<file path="src/lpc_pkg.sv">
/*
  lpc_pkg: register map, field positions, reset values and timing
  constants for the LIN physical layer control register bank.
  Assumes a classic Wishbone slave with 32-bit data, one register per word.
*/
package lpc_pkg;
  // register indices; byte address is four times the index
  localparam logic [2:0] IDX_PORT_DATA = 3'h0;
  localparam logic [2:0] IDX_PHY_CONTROL = 3'h1;
  localparam logic [2:0] IDX_FACTORY_TEST_A = 3'h2;
  localparam logic [2:0] IDX_SLEW_RATE_SELECT = 3'h3;
  localparam logic [2:0] IDX_FACTORY_TEST_B = 3'h4;
  localparam logic [2:0] IDX_PHY_STATUS = 3'h5;
  localparam logic [2:0] IDX_IRQ_ENABLE = 3'h6;
  localparam logic [2:0] IDX_IRQ_FLAGS = 3'h7;
  localparam int ADDR_W = 5;
  localparam int REG_W = 8;
  // field positions
  localparam int BIT_RX_SENSE = 0;
  localparam int BIT_TX_DRIVE = 1;
  localparam int BIT_PULLUP_STRONG = 0;
  localparam int BIT_WAKE_ENABLE = 1;
  localparam int BIT_RECEIVE_ONLY = 2;
  localparam int BIT_PHY_ENABLE = 3;
  localparam int BIT_SLEW_LSB = 0;
  localparam int BIT_SLEW_LOCK = 7;
  localparam int BIT_OC_STATUS = 0;
  localparam int BIT_OC_IRQ_EN = 7;
  localparam int BIT_OC_FLAG = 0;
  // reset values
  localparam logic RST_TX_DRIVE = 1'h1;
  localparam logic RST_PHY_ENABLE = 1'h0;
  localparam logic RST_RECEIVE_ONLY = 1'h0;
  localparam logic RST_WAKE_ENABLE = 1'h1;
  localparam logic RST_PULLUP_STRONG = 1'h1;
  localparam logic [7:0] RST_FACTORY_TEST = 8'h00;
  // slew encodings
  typedef enum logic [1:0] {
    LPC_SLEW_NORMAL = 2'b00,
    LPC_SLEW_SLOW = 2'b01,
    LPC_SLEW_FAST = 2'b10,
    LPC_SLEW_RSVD = 2'b11
  } lpc_slew_e;
  // slew synchronisation time into the analog stage
  localparam int CLK_MHZ = 250;
  localparam int SLEW_SYNC_NS = 16;
  localparam int SLEW_SYNC_CYC = (SLEW_SYNC_NS * CLK_MHZ + 999) / 1000;
endpackage : lpc_pkg

</file>
<file path="src/lpc_regs.sv">
/*
  lpc_regs: control and status register bank of a single-wire LIN
  physical layer. Assumes a classic Wishbone master on clk_i, the
  analog transceiver outputs arriving asynchronously, and a factory
  test strap from the chip level.
*/
// The Wishbone slave port is this design's own decision.
// Behaviour
// - tx drive bit sets transceiver transmit level
// - rx sense bit reads live receive output
// - enable zero means shutdown, weak pull-up only
// - over-current forces receive-only, blocks its writes
// - normal mode lets software write receive-only
// - wake enable gates standby wake detection
// - strong pull-up only with select and enable
// - slew write sets lock until synchronized
// - slew writes discarded while lock reads one
// - slew codes normal, slow, fast, reserved
// - test registers writable only in factory mode
// - registers decoded at base plus eight offsets
// - over-current status read-only, transmitter off
// - change flag set on change, write-one clears
// - interrupt when flag and enable both set
// - over-current or bit moves to receive-only
`timescale 1ns/10ps
`default_nettype none
module lpc_regs
  import lpc_pkg::*;
#(
  parameter int SYNC_CYC = lpc_pkg::SLEW_SYNC_CYC
) (
  // clock and reset
  input wire logic clk_i,
  input wire logic rst_i,
  // wishbone slave
  input wire logic cyc_i,
  input wire logic stb_i,
  input wire logic we_i,
  input wire logic [lpc_pkg::ADDR_W-1:0] adr_i,
  input wire logic [3:0] sel_i,
  input wire logic [31:0] dat_i,
  output logic [31:0] dat_o,
  output logic ack_o,
  output logic err_o,
  // transceiver and chip-level inputs (asynchronous)
  input wire logic phy_rx_output_i,
  input wire logic overcurrent_i,
  input wire logic factory_mode_i,
  input wire logic standby_i,
  input wire logic bus_wake_i,
  // transceiver controls
  output logic phy_tx_input_o,
  output logic tx_enable_o,
  output logic rx_enable_o,
  output logic pullup_strong_o,
  output logic wake_detect_en_o,
  output logic wake_o,
  output lpc_pkg::lpc_slew_e slew_o,
  output logic [7:0] test_a_o,
  output logic [7:0] test_b_o,
  output logic irq_o
);
  import lpc_pkg::*;

  initial begin
    if (SYNC_CYC < 1 || SYNC_CYC > 255) $error("SYNC_CYC out of range");
  end

  // input synchronisers: stage one read only by stage two
  logic [4:0] s1_ff;
  logic [4:0] s2_ff;
  always_ff @(posedge clk_i) begin
    if (rst_i) begin
      s1_ff <= 5'h00;
      s2_ff <= 5'h00;
    end else begin
      s1_ff <= {bus_wake_i, standby_i, factory_mode_i, overcurrent_i, phy_rx_output_i};
      s2_ff <= s1_ff;
    end
  end
  wire rx_sync = s2_ff[0];
  wire oc_sync = s2_ff[1];
  wire factory_sync = s2_ff[2];
  wire standby_sync = s2_ff[3];
  wire wake_sync = s2_ff[4];

  // bus decode
  logic ack_ff;
  logic err_ff;
  // an error answer also ends the cycle, so it must block a second take
  wire req = cyc_i & stb_i & ~ack_ff & ~err_ff;
  wire lane0 = sel_i[0];
  wire in_range = (adr_i[1:0] == 2'h0);
  wire [2:0] idx = adr_i[4:2];
  wire wr = req & we_i & in_range & lane0;
  wire [7:0] wd = dat_i[7:0];

  function automatic logic wr_hit(input logic [2:0] a, input logic [2:0] target);
    wr_hit = (a == target);
  endfunction : wr_hit

  // registers
  logic tx_drive_ff, phy_enable_ff, receive_only_ff, wake_enable_ff, pullup_ff;
  logic [1:0] slew_ff;
  logic slew_lock_ff;
  logic [7:0] sync_cnt_ff;
  logic [7:0] test_a_ff, test_b_ff;
  logic oc_irq_en_ff, oc_flag_ff, oc_prev_ff;
  logic [31:0] dat_ff;

  wire wr_port = wr & wr_hit(idx, IDX_PORT_DATA);
  wire wr_ctrl = wr & wr_hit(idx, IDX_PHY_CONTROL);
  wire wr_slew = wr & wr_hit(idx, IDX_SLEW_RATE_SELECT) & ~slew_lock_ff;
  wire wr_ta = wr & wr_hit(idx, IDX_FACTORY_TEST_A) & factory_sync;
  wire wr_tb = wr & wr_hit(idx, IDX_FACTORY_TEST_B) & factory_sync;
  wire wr_ie = wr & wr_hit(idx, IDX_IRQ_ENABLE);
  wire wr_if = wr & wr_hit(idx, IDX_IRQ_FLAGS);
  wire oc_change = oc_sync ^ oc_prev_ff;

  // receive-only: forced by over-current, writes blocked meanwhile
  wire nxt_receive_only = oc_sync ? 1'b1 :
    (wr_ctrl ? wd[BIT_RECEIVE_ONLY] : receive_only_ff);
  // set wins over the write-one clear
  wire nxt_oc_flag = oc_change | (oc_flag_ff & ~(wr_if & wd[BIT_OC_FLAG]));

  always_ff @(posedge clk_i) begin
    if (rst_i) begin
      tx_drive_ff <= RST_TX_DRIVE;
      phy_enable_ff <= RST_PHY_ENABLE;
      receive_only_ff <= RST_RECEIVE_ONLY;
      wake_enable_ff <= RST_WAKE_ENABLE;
      pullup_ff <= RST_PULLUP_STRONG;
      test_a_ff <= RST_FACTORY_TEST;
      test_b_ff <= RST_FACTORY_TEST;
      oc_irq_en_ff <= 1'b0;
    end else begin
      if (wr_port) tx_drive_ff <= wd[BIT_TX_DRIVE];
      if (wr_ctrl) begin
        phy_enable_ff <= wd[BIT_PHY_ENABLE];
        wake_enable_ff <= wd[BIT_WAKE_ENABLE];
        pullup_ff <= wd[BIT_PULLUP_STRONG];
      end
      receive_only_ff <= nxt_receive_only;
      if (wr_ta) test_a_ff <= wd;
      if (wr_tb) test_b_ff <= wd;
      if (wr_ie) oc_irq_en_ff <= wd[BIT_OC_IRQ_EN];
    end
  end

  // over-current tracking; prev starts clear so a stuck fault flags
  always_ff @(posedge clk_i) begin
    if (rst_i) begin
      oc_prev_ff <= 1'b0;
      oc_flag_ff <= 1'b0;
    end else begin
      oc_prev_ff <= oc_sync;
      oc_flag_ff <= nxt_oc_flag;
    end
  end

  // slew select with lock held while the new value settles in the analog stage
  wire [7:0] nxt_sync_cnt = wr_slew ? 8'(SYNC_CYC) :
    (sync_cnt_ff != 8'h00 ? sync_cnt_ff - 8'h01 : 8'h00);
  always_ff @(posedge clk_i) begin
    if (rst_i) begin
      slew_ff <= LPC_SLEW_NORMAL;
      slew_lock_ff <= 1'b0;
      sync_cnt_ff <= 8'h00;
    end else begin
      if (wr_slew) slew_ff <= wd[BIT_SLEW_LSB +: 2];
      sync_cnt_ff <= nxt_sync_cnt;
      slew_lock_ff <= (nxt_sync_cnt != 8'h00);
    end
  end

  // read mux; unused bits are zero
  logic [7:0] rd;
  always_comb begin
    rd = 8'h00;
    case (idx)
      IDX_PORT_DATA: begin
        rd[BIT_TX_DRIVE] = tx_drive_ff;
        rd[BIT_RX_SENSE] = rx_sync;
      end
      IDX_PHY_CONTROL: begin
        rd[BIT_PHY_ENABLE] = phy_enable_ff;
        rd[BIT_RECEIVE_ONLY] = receive_only_ff;
        rd[BIT_WAKE_ENABLE] = wake_enable_ff;
        rd[BIT_PULLUP_STRONG] = pullup_ff;
      end
      IDX_FACTORY_TEST_A: rd = test_a_ff;
      IDX_SLEW_RATE_SELECT: begin
        rd[BIT_SLEW_LOCK] = slew_lock_ff;
        rd[BIT_SLEW_LSB +: 2] = slew_ff;
      end
      IDX_FACTORY_TEST_B: rd = test_b_ff;
      IDX_PHY_STATUS: rd[BIT_OC_STATUS] = oc_sync;
      IDX_IRQ_ENABLE: rd[BIT_OC_IRQ_EN] = oc_irq_en_ff;
      IDX_IRQ_FLAGS: rd[BIT_OC_FLAG] = oc_flag_ff;
      default: rd = 8'h00;
    endcase
  end

  // one wait state: ack the cycle after the request is seen
  always_ff @(posedge clk_i) begin
    if (rst_i) begin
      ack_ff <= 1'b0;
      err_ff <= 1'b0;
      dat_ff <= 32'h0000_0000;
    end else begin
      ack_ff <= req & in_range;
      err_ff <= req & ~in_range;
      if (req & ~we_i & in_range) dat_ff <= {24'h00_0000, rd};
    end
  end
  assign ack_o = ack_ff;
  assign err_o = err_ff;
  assign dat_o = dat_ff;

  // transceiver side
  wire active = phy_enable_ff;
  assign tx_enable_o = active & ~receive_only_ff & ~oc_sync & ~standby_sync;
  assign rx_enable_o = active;
  assign phy_tx_input_o = tx_drive_ff;
  assign pullup_strong_o = pullup_ff & phy_enable_ff;
  assign wake_detect_en_o = active & standby_sync & wake_enable_ff;
  assign wake_o = wake_detect_en_o & wake_sync;
  assign slew_o = lpc_slew_e'(slew_ff);
  assign test_a_o = test_a_ff;
  assign test_b_o = test_b_ff;
  assign irq_o = oc_flag_ff & oc_irq_en_ff;
endmodule : lpc_regs
`default_nettype wire

</file>
<file path="config.mk">
export PLATFORM = sky130hd
export DESIGN_NAME = lpc_regs
export DESIGN_NICKNAME = d
export VERILOG_FILES = /design/src/lpc_pkg.sv /design/src/lpc_regs.sv
export SDC_FILE = /design/constraint.sdc
export NUM_CORES = 1
export LEC_CHECK = 0
export ABC_AREA = 0
export CAP_MARGIN = 5
export CORE_UTILIZATION = 51
export CTS_CLUSTER_SIZE = 14
export DETAILED_ROUTE_END_ITERATION = 10
export DONT_BUFFER_PORTS = 1
export MAX_ROUTING_LAYER = met4
export PLACE_DENSITY = 0.69
export SLEW_MARGIN = 10
export SYNTH_ARGS = -nofsm -noshare
export SYNTH_HDL_FRONTEND = slang
export SYNTH_SLANG_ARGS = --single-unit
</file>
<file path="constraint.sdc">
create_clock -name clk_i -period 1.7 [get_ports clk_i]
set_input_delay 0.34 -clock clk_i [delete_from_list [all_inputs] [get_ports clk_i]]
set_output_delay 0.34 -clock clk_i [all_outputs]
set_load 0.01 [all_outputs]
</file>
==> flow_summary.toml, run 1 <==
[min_path]
hold_start = "rst_i"
hold_path_class = "input pin to flop"

[routing]
drt_iter0_markers = 143
routed_via_density = 5.45
dr.pass1.iters = 4
avgRoutedWirePerCell_um = 15.8
via_count = 1841
antenna_left = 0
totalWireLength_um = 5350
drc = 0

[pwr]
power.total_w = 0.00285
power.leakage_nw = 1.20
peakVddDrop_mv = 0.620
power_density_nw_per_um2 = 1070

[floorplanning]
rows = 25
initial_utilization = 0.542
die_y_um = 73.6
core-area_um2 = 4820
chipWidth_um = 73.6
die_area_um2 = 5410
ios = 110

[clock_network]
post-cts-setup-buffers = 0
htree_levels = 2
post_cts_resize_count = 0
cts_tree = "yes"
clk_latency_ns = 0.31
clkSlewWorstSetupHoldPaths_ns = 0.10
holdBufCountCts = 0
cts_root_buf = "clkbuf_8"
numCtsBuffers = 5
cts_max_path_buffers = 2
clkSinkCount = 55

[layout]
nets = 323
final_common_cell = "dfxtp_1"
fillers = 451
multi_input_area_um2 = 1310
final_layout_size_suffix_gt1_frac = 0.103
antenna_cells = 0
area_delta_synth_final_pct = 2.44
seq_area_um2 = 1100
layout_common_cells = "dfxtp_1, nor2_1, conb_1"

[sta]
period_needed_ns = 1.56
finalSetupTns_ns = 0
fin_worst_skew_ns = 0.0131
timing.final.hold_violations = 0
rsz0062_at_grt = "false"
finalSetupViolations = 0
max_slew_margin = 0.654
report.final.slew_viol_count = 0
fmax_mhz = 639
tightest_slew_ns = 0.515
setup_slack_ns = 0.136
final.period_utilization = 0.920

[job]
drv_cap = 0

[synthesis]
ys.flop_type = "dfxtp_1"
seq_area_frac_synth = 0.422
ys_warn_count = 0
synth_edf_count = 0
syn_area_um2 = 2610
ys_async_sr_fraction = 0
avgSynthCellArea_um2 = 9.64
ys_types = 57
synthCells = 271
synth_seq_cells = 55

[critical_path]
r2r-start = "err_o$_SDFF_PP0_"
worstPathArrival_ns = 1.78
path_max_fanout = 8
endpoint_kind = "flop"
critical_path_class = "flop to flop"
startpoint_type = "flop"
cp-startpoint = "err_o$_SDFF_PP0_"
worstPathRequired_ns = 1.92

[outcome]
status = "finished clean"

[placed_design]
gp_congestion = 0.827
portBuffers = 0
place_hpwl_um = 3720
dp_slack_ns = 0.143

[global_routing]
overflow = 0
grt_start_max_net_pins = 51
grt_antenna_before_repair = 0
grtUsageTotal = 0.210
grt_pass1_vias = 1724
grt_pass1_wl_um = 8310
synth_stat cells, drive strengths merged, types with 4 or more instances:
cell    count  share of area
and2        4         0.0096
nand2      12          0.017
inv         6         0.0086
a31oi       4         0.0096
dfxtp      55           0.42
xnor2       4          0.013
a22o        5          0.017
buf        33          0.095
and4bb      4          0.019
nand4       6          0.031
nand3       7          0.013
nor2       36          0.055
clkbuf      4         0.0057
nor2b      12          0.029
mux2i      20          0.077
a21oi       9          0.017
nor3        6          0.016
metrics by stage:
| step | util | cells | instance area (µm²) | hold WS [ns] |
|---|---|---|---|---|
| 6_report | 0.555 | 338 | 2680 | 0.0926 |
| 5_1_grt | 0.555 | 338 | 2680 | 0.0724 |
| 4_1_cts | 0.555 | 338 | 2680 | 0.0802 |
| 3_5_place_dp | 0.532 | 330 | 2560 | 0.417 |
| 3_3_place_gp | 0.532 | 330 | 2560 | 0.415 |
| 2_1_floorplan | - | 294 | 2700 | 0.414 |
sequential cells by signal, summed over array words and instances (netlist names):
name             flops
dat_o                8
sync_cnt_ff          8
test_a_o             8
test_b_o             8
s1_ff                5
s2_ff                5
slew_o               2
ack_o                1
err_o                1
oc_flag_ff           1
oc_irq_en_ff         1
oc_prev_ff           1
phy_tx_input_o       1
pullup_ff            1
receive_only_ff      1
rx_enable_o          1
slew_lock_ff         1
wake_enable_ff       1
critical path, stage by stage (launching register included):
cell and delay, ns:
dfxtp_1 0.35, nand4bb_1 0.29, nor3_4 0.40, o221ai_1 0.25, o211a_1 0.18
cell families after synthesis:
group	share of synthesized area
adder cells (fa/ha/maj)	0.00958
XOR/XNOR	0.0168
other	0.00144
flip-flops	0.422
multiplexers	0.0853
AND/OR/NAND/NOR	0.249
AO/OA/AOI/OAI	0.107
buffers and inverters	0.109
worst paths after layout:
| check | slack (ns) | cells past startpoint | endpoint |
|---|---|---|---|
| max | 0.14 | 4 | dat_o[0]$_SDFFE_PP0P_ |
| min | 0.09 | 1 | dat_o[2]$_SDFFE_PP0P_ |
| max reg2reg | 0.14 | 4 | dat_o[0]$_SDFFE_PP0P_ |
| min reg2reg | 0.44 | 1 | s2_ff[1]$_SDFF_PP0_ |
final cells by class:
cell class	count	area share
sequential	55	0.412
timing repair buffer	6	0.0168
clock buffer	6	0.0271
clock inverter	2	0.0145
inverter	6	0.00842
tap	67	0.0313
multi-input combinational	196	0.490
where the power goes:
group | internal, W | total, W | switching [W]
clock | 0.000446 | 0.000868 | 0.000422
sequential | 0.00138 | 0.00146 | 0.0000760
combinational | 0.000233 | 0.000522 | 0.000289
total | 0.00206 | 0.00285 | 0.000787
metal layers:
| metal | up-vias | global-route usage | wire, µm |
|---|---|---|---|
| li1 | 888 | - | - |
| met5 | - | - | 0 |
| met2 | 70 | 0.317 | 2490 |
| met3 | 7 | 0.0604 | 345 |
| met1 | 876 | 0.272 | 2460 |
| met4 | 0 | 0.0641 | 51 |
Power figures use the tool's default switching activity.
==> run 2, diff against run 1 <==
--- a/config.mk
+++ b/config.mk
@@ -7,6 +7,7 @@
 export LEC_CHECK = 0
 export ABC_AREA = 0
 export CAP_MARGIN = 5
+export CORE_ASPECT_RATIO = 1.1
 export CORE_UTILIZATION = 51
 export CTS_CLUSTER_SIZE = 14
 export DETAILED_ROUTE_END_ITERATION = 10
==> run 2 against run 1 <==
  * Hold slack worse by 0.0012 ns
  * First-iteration DRC count decreased by 26%
  * Die area is essentially flat
  * Clock power fell by 16%
  * Sequential share of layout area rose by 0.67 points
  * Core utilization shrank 0.43 points
  * Combinational power increased by 4.4%
  * Total power is 4.1% lower
  * Design area is 1.5% lower
  * Via count shrank 0.22%
  * Sequential power about the same
  * Largest cell class unchanged
  * Largest power group unchanged
  * Highest routed layer unchanged
==> flow_summary.toml, run 2 (synthesized netlist as in run 1, its figures left out) <==
[outcome]
status = "finished clean"

[job]
drv_cap = 0

[global_routing]
grt_pass1_vias = 1645
grt_pass1_wl_um = 8310
grt_start_max_net_pins = 51
grtUsageTotal = 0.202
grt_antenna_before_repair = 0
overflow = 0

[floorplanning]
rows = 26
ios = 110
core-area_um2 = 4780
die_y_um = 77.0
die_area_um2 = 5410
initial_utilization = 0.546
chipWidth_um = 70.2

[clock_network]
clk_latency_ns = 0.32
cts_root_buf = "clkbuf_8"
post-cts-setup-buffers = 0
htree_levels = 2
clkSinkCount = 55
clkSlewWorstSetupHoldPaths_ns = 0.11
cts_max_path_buffers = 2
cts_tree = "yes"
numCtsBuffers = 5

[sta]
rsz0062_at_grt = "false"
fmax_mhz = 637
finalSetupViolations = 0
tightest_slew_ns = 0.661
final.period_utilization = 0.924
fin_worst_skew_ns = 0.0144
period_needed_ns = 1.57
report.final.slew_viol_count = 0
timing.hold.ws_ns = 0.0913
timing.final.hold_violations = 0
finalSetupTns_ns = 0
setup_slack_ns = 0.129
max_slew_margin = 0.558

[critical_path]
worstPathArrival_ns = 1.23
path_max_fanout = 5
cp_cell_sequence = "nor4b_1 > buf_4"
startpoint_type = "flop"
crit_path_top_delay_cell = "dfxtp_1"
endpoint_kind = "primary output"
slowest_delay_ns = 0.38
critical_path_class = "flop to primary output"
worstPathRequired_ns = 1.36

[placed_design]
gp_congestion = 0.792
place_hpwl_um = 3640
dp_cells = 318
dp_slack_ns = 0.166
portBuffers = 0

[layout]
layout_common_cells = "dfxtp_1, nor2_1, conb_1"
multi_input_area_um2 = 1310
final_layout_size_suffix_gt1_frac = 0.107
nets = 322
area_delta_synth_final_pct = 0.911
fillers = 450
final_common_cell = "dfxtp_1"
antenna_cells = 0
seq_area_um2 = 1100
fin_cells = 326

[routing]
routed_via_density = 5.63
drt_iter0_markers = 106
dr.pass1.iters = 4
antenna_left = 0
avgRoutedWirePerCell_um = 15.7
drc = 0
via_count = 1837
totalWireLength_um = 5120

[pwr]
p_comb_frac = 0.199
power_density_nw_per_um2 = 1040
pwr-share-clk = 0.267
swShare = 0.295
p_int_w = 0.00193
p_seq_frac = 0.534
peakVddDrop_mv = 0.455
power.leakage_nw = 1.19
switching_power_w = 0.000806

[min_path]
hold_path_class = "input pin to flop"
[run 2: metal layers]
metal,wire length [µm],vias to the layer above,track usage
met5,0,-,-
met4,86,0,0.0720
met3,388,9,0.0696
met2,2360,79,0.293
met1,2290,848,0.258
li1,-,901,-
[run 2: timing repair]
action / 4_1_cts / 5_1_grt
hold endpoints to repair: 0 / 0
setup endpoints to repair: 0 / 2
gates resized for setup: 0 / 1
hold buffers: 0 / 0
[run 2: stage by stage]
stage | instance area [µm²] | total power, W | utilization
floorplan | 2700 | 0.00199 | -
global placement | 2540 | 0.00201 | 0.532
detailed placement | 2540 | 0.00203 | 0.532
CTS | 2630 | 0.00276 | 0.551
global route | 2640 | 0.00291 | 0.551
finish | 2640 | 0.00273 | 0.551
[run 2: power by group through the flow]
stage	Combinational (W)	Sequential, W	Clock [W]
final	0.000545	0.00146	0.000729
after global routing	0.000620	0.00147	0.000817
after CTS	0.000543	0.00146	0.000758
after detailed placement	0.000539	0.00149	0
after global placement	0.000526	0.00148	0
after floorplan	0.000519	0.00147	0
[run 2: worst paths after layout]
check | startpoint | to | slack [ns] | cells past startpoint
max reg2reg | err_o$_SDFF_PP0_ | oc_flag_ff$_SDFF_PP0_ | 0.19 | 4
max | s2_ff[1]$_SDFF_PP0_ | tx_enable_o | 0.13 | 2
min | rst_i | s2_ff[1]$_SDFF_PP0_ | 0.09 | 1
min reg2reg | s1_ff[1]$_SDFF_PP0_ | s2_ff[1]$_SDFF_PP0_ | 0.43 | 1
[run 2: area by class of cell]
cell class	count	share of cell area
Clock buffer	5	0.0261
Clock inverter	3	0.00855
Inverter	6	0.00855
Multi-Input combinational cell	196	0.498
Sequential cell	55	0.418
Tap cell	56	0.0266
Timing Repair Buffer	5	0.0142
[run 2: critical path, delay by kind of cell (launching register included)]
family,cells,cell delay (ns)
buf+inv,1,0.18
flops,1,0.38
simple gates,1,0.34
==> run 3, diff against run 2 <==
--- a/config.mk
+++ b/config.mk
@@ -7,7 +7,8 @@
 export LEC_CHECK = 0
 export ABC_AREA = 0
 export CAP_MARGIN = 5
-export CORE_ASPECT_RATIO = 1.1
+export CORE_ASPECT_RATIO = 2
+export CORE_MARGIN = 10
 export CORE_UTILIZATION = 51
 export CTS_CLUSTER_SIZE = 14
 export DETAILED_ROUTE_END_ITERATION = 10
==> run 3 against run 2 <==
  * Design area grew 0.47%
  * Total power fell by 0.43%
  * Die area up 58%
  * Sequential share of layout area is 0.24 points lower
  * Combinational power about the same
  * Wire length increased by 21%
  * Critical path depth did not move
  * Clock power is 2% lower
  * Maximum frequency increased by 0.68%
  * Critical path type unchanged
  * Largest cell class unchanged
==> flow_summary.toml, run 3 (synthesized netlist as in run 1, its figures left out) <==
[min_path]
hold_path_class = "input pin to flop"
hold_start = "rst_i"
min_to = "s1_ff[2]$_SDFF_PP0_"
hold_depth = 1

[critical_path]
path_max_fanout = 6
startpoint_type = "flop"
rr_worst_depth = 4
endpoint_kind = "primary output"
r2r-start = "err_o$_SDFF_PP0_"
worstPathArrival_ns = 1.22
worstPathRequired_ns = 1.36
r2r_end = "dat_o[0]$_SDFFE_PP0P_"
reg2reg_slack_ns = 0.17
critical_path_class = "flop to primary output"

[placed_design]
portBuffers = 0
gp_congestion = 0.827
dp_slack_ns = 0.131
place_hpwl_um = 4860
place_area_um2 = 2560

[clock_network]
htree_levels = 2
post-cts-setup-buffers = 0
clk_latency_ns = 0.31
post_cts_resize_count = 0
cts_root_buf = "clkbuf_8"
holdBufCountCts = 0
cts_max_path_buffers = 2
numCtsBuffers = 5
cts_tree = "yes"
clkSinkCount = 55
clkSlewWorstSetupHoldPaths_ns = 0.10

[sta]
period_needed_ns = 1.56
timing.final.hold_violations = 0
rsz0062_at_grt = "false"
fin_worst_skew_ns = 0.00860
report.final.slew_viol_count = 0
final.period_utilization = 0.918
finalSetupViolations = 0
max_slew_margin = 0.664
setup_slack_ns = 0.140
timing.hold.ws_ns = 0.0844
tightest_slew_ns = 0.500
finalSetupTns_ns = 0
fmax_mhz = 641

[floorplanning]
core-area_um2 = 4910
chipWidth_um = 70.6
die_y_um = 121
initial_utilization = 0.532
ios = 110
die_area_um2 = 8560
rows = 36

[layout]
postLayoutCoreUtil = 0.539
area_delta_synth_final_pct = 1.39
antenna_cells = 0
nets = 324
seq_area_um2 = 1100
layout_common_cells = "dfxtp_1, nor2_1, conb_1"
final_common_cell = "dfxtp_1"
fin_area_um2 = 2650
multi_input_area_um2 = 1310
fillers = 468
final_layout_size_suffix_gt1_frac = 0.110

[outcome]
status = "finished clean"

[routing]
drt_iter0_markers = 66
totalWireLength_um = 6200
antenna_left = 0
drc = 0
avgRoutedWirePerCell_um = 18.8
via_count = 1880
dr.pass1.iters = 5
routed_via_density = 5.71

[global_routing]
overflow = 0
grt_start_max_net_pins = 51
grt_pass1_wl_um = 9560
grt_pass1_vias = 1799
grtUsageTotal = 0.144
grt_antenna_before_repair = 0

[pwr]
power_density_nw_per_um2 = 1030
peakVddDrop_mv = 0.926
power.leakage_nw = 1.19

[job]
drv_cap = 0
## run 3: changes by cell type in the layout (fill, tap and decap cells not counted), sizes merged
| cell | before | now |
|---|---|---|
| clkinv | 2 | 1 |
| clkinvlp | 0 | 2 |
| inv | 7 | 6 |
| buf | 5 | 7 |
## run 3: report_power, final
part	internal, W	leakage [nW]	switching [W]	total, W
registers	0.00138	0.448	0.0000766	0.00146
clock network	0.000287	0.0402	0.000430	0.000717
logic	0.000250	0.700	0.000294	0.000545
## run 3: worst max-delay path, stage by stage (launching register included)
cell and delay [ns]:
dfxtp_1 0.43, and3_1 0.27, and2_1 0.21
## run 3: final cells by class
cell class	instances	share of cell area
Multi-Input combinational cell	196	0.495
Sequential cell	55	0.416
Tap cell	57	0.0269
Clock buffer	5	0.0260
Timing Repair Buffer	7	0.0198
Inverter	6	0.00851
Clock inverter	3	0.00756
## run 3: worst max path at each step
stage          slack, ns                     to  cells past startpoint                startpoint
3_3_place_gp        0.17  dat_o[0]$_SDFFE_PP0P_                      4                  adr_i[1]
3_5_place_dp        0.13  dat_o[0]$_SDFFE_PP0P_                      4                  adr_i[1]
4_1_cts             0.10            tx_enable_o                      2  rx_enable_o$_SDFFE_PP0P_
2_1_floorplan       0.33  oc_flag_ff$_SDFF_PP0_                      5          err_o$_SDFF_PP0_
5_1_grt             0.05  dat_o[5]$_SDFFE_PP0P_                      5          err_o$_SDFF_PP0_
6_report            0.14                 wake_o                      2  rx_enable_o$_SDFFE_PP0P_
## run 3: metal layers
layer  wire length [µm]  up-vias  GRT usage  share of wire
li1                   -      901          -              -
met1               1960      890      0.118           0.32
met2               3480       71      0.267           0.56
met3                526       18     0.0541          0.085
met4                231        0     0.0779          0.037
met5                  0        -          -              0
## run 3: per-stage QoR
stage,cells,power [W]
finish,329,0.00272
global route,329,0.00289
CTS,329,0.00275
detailed placement,321,0.00204
global placement,321,0.00202
floorplan,294,0.00199
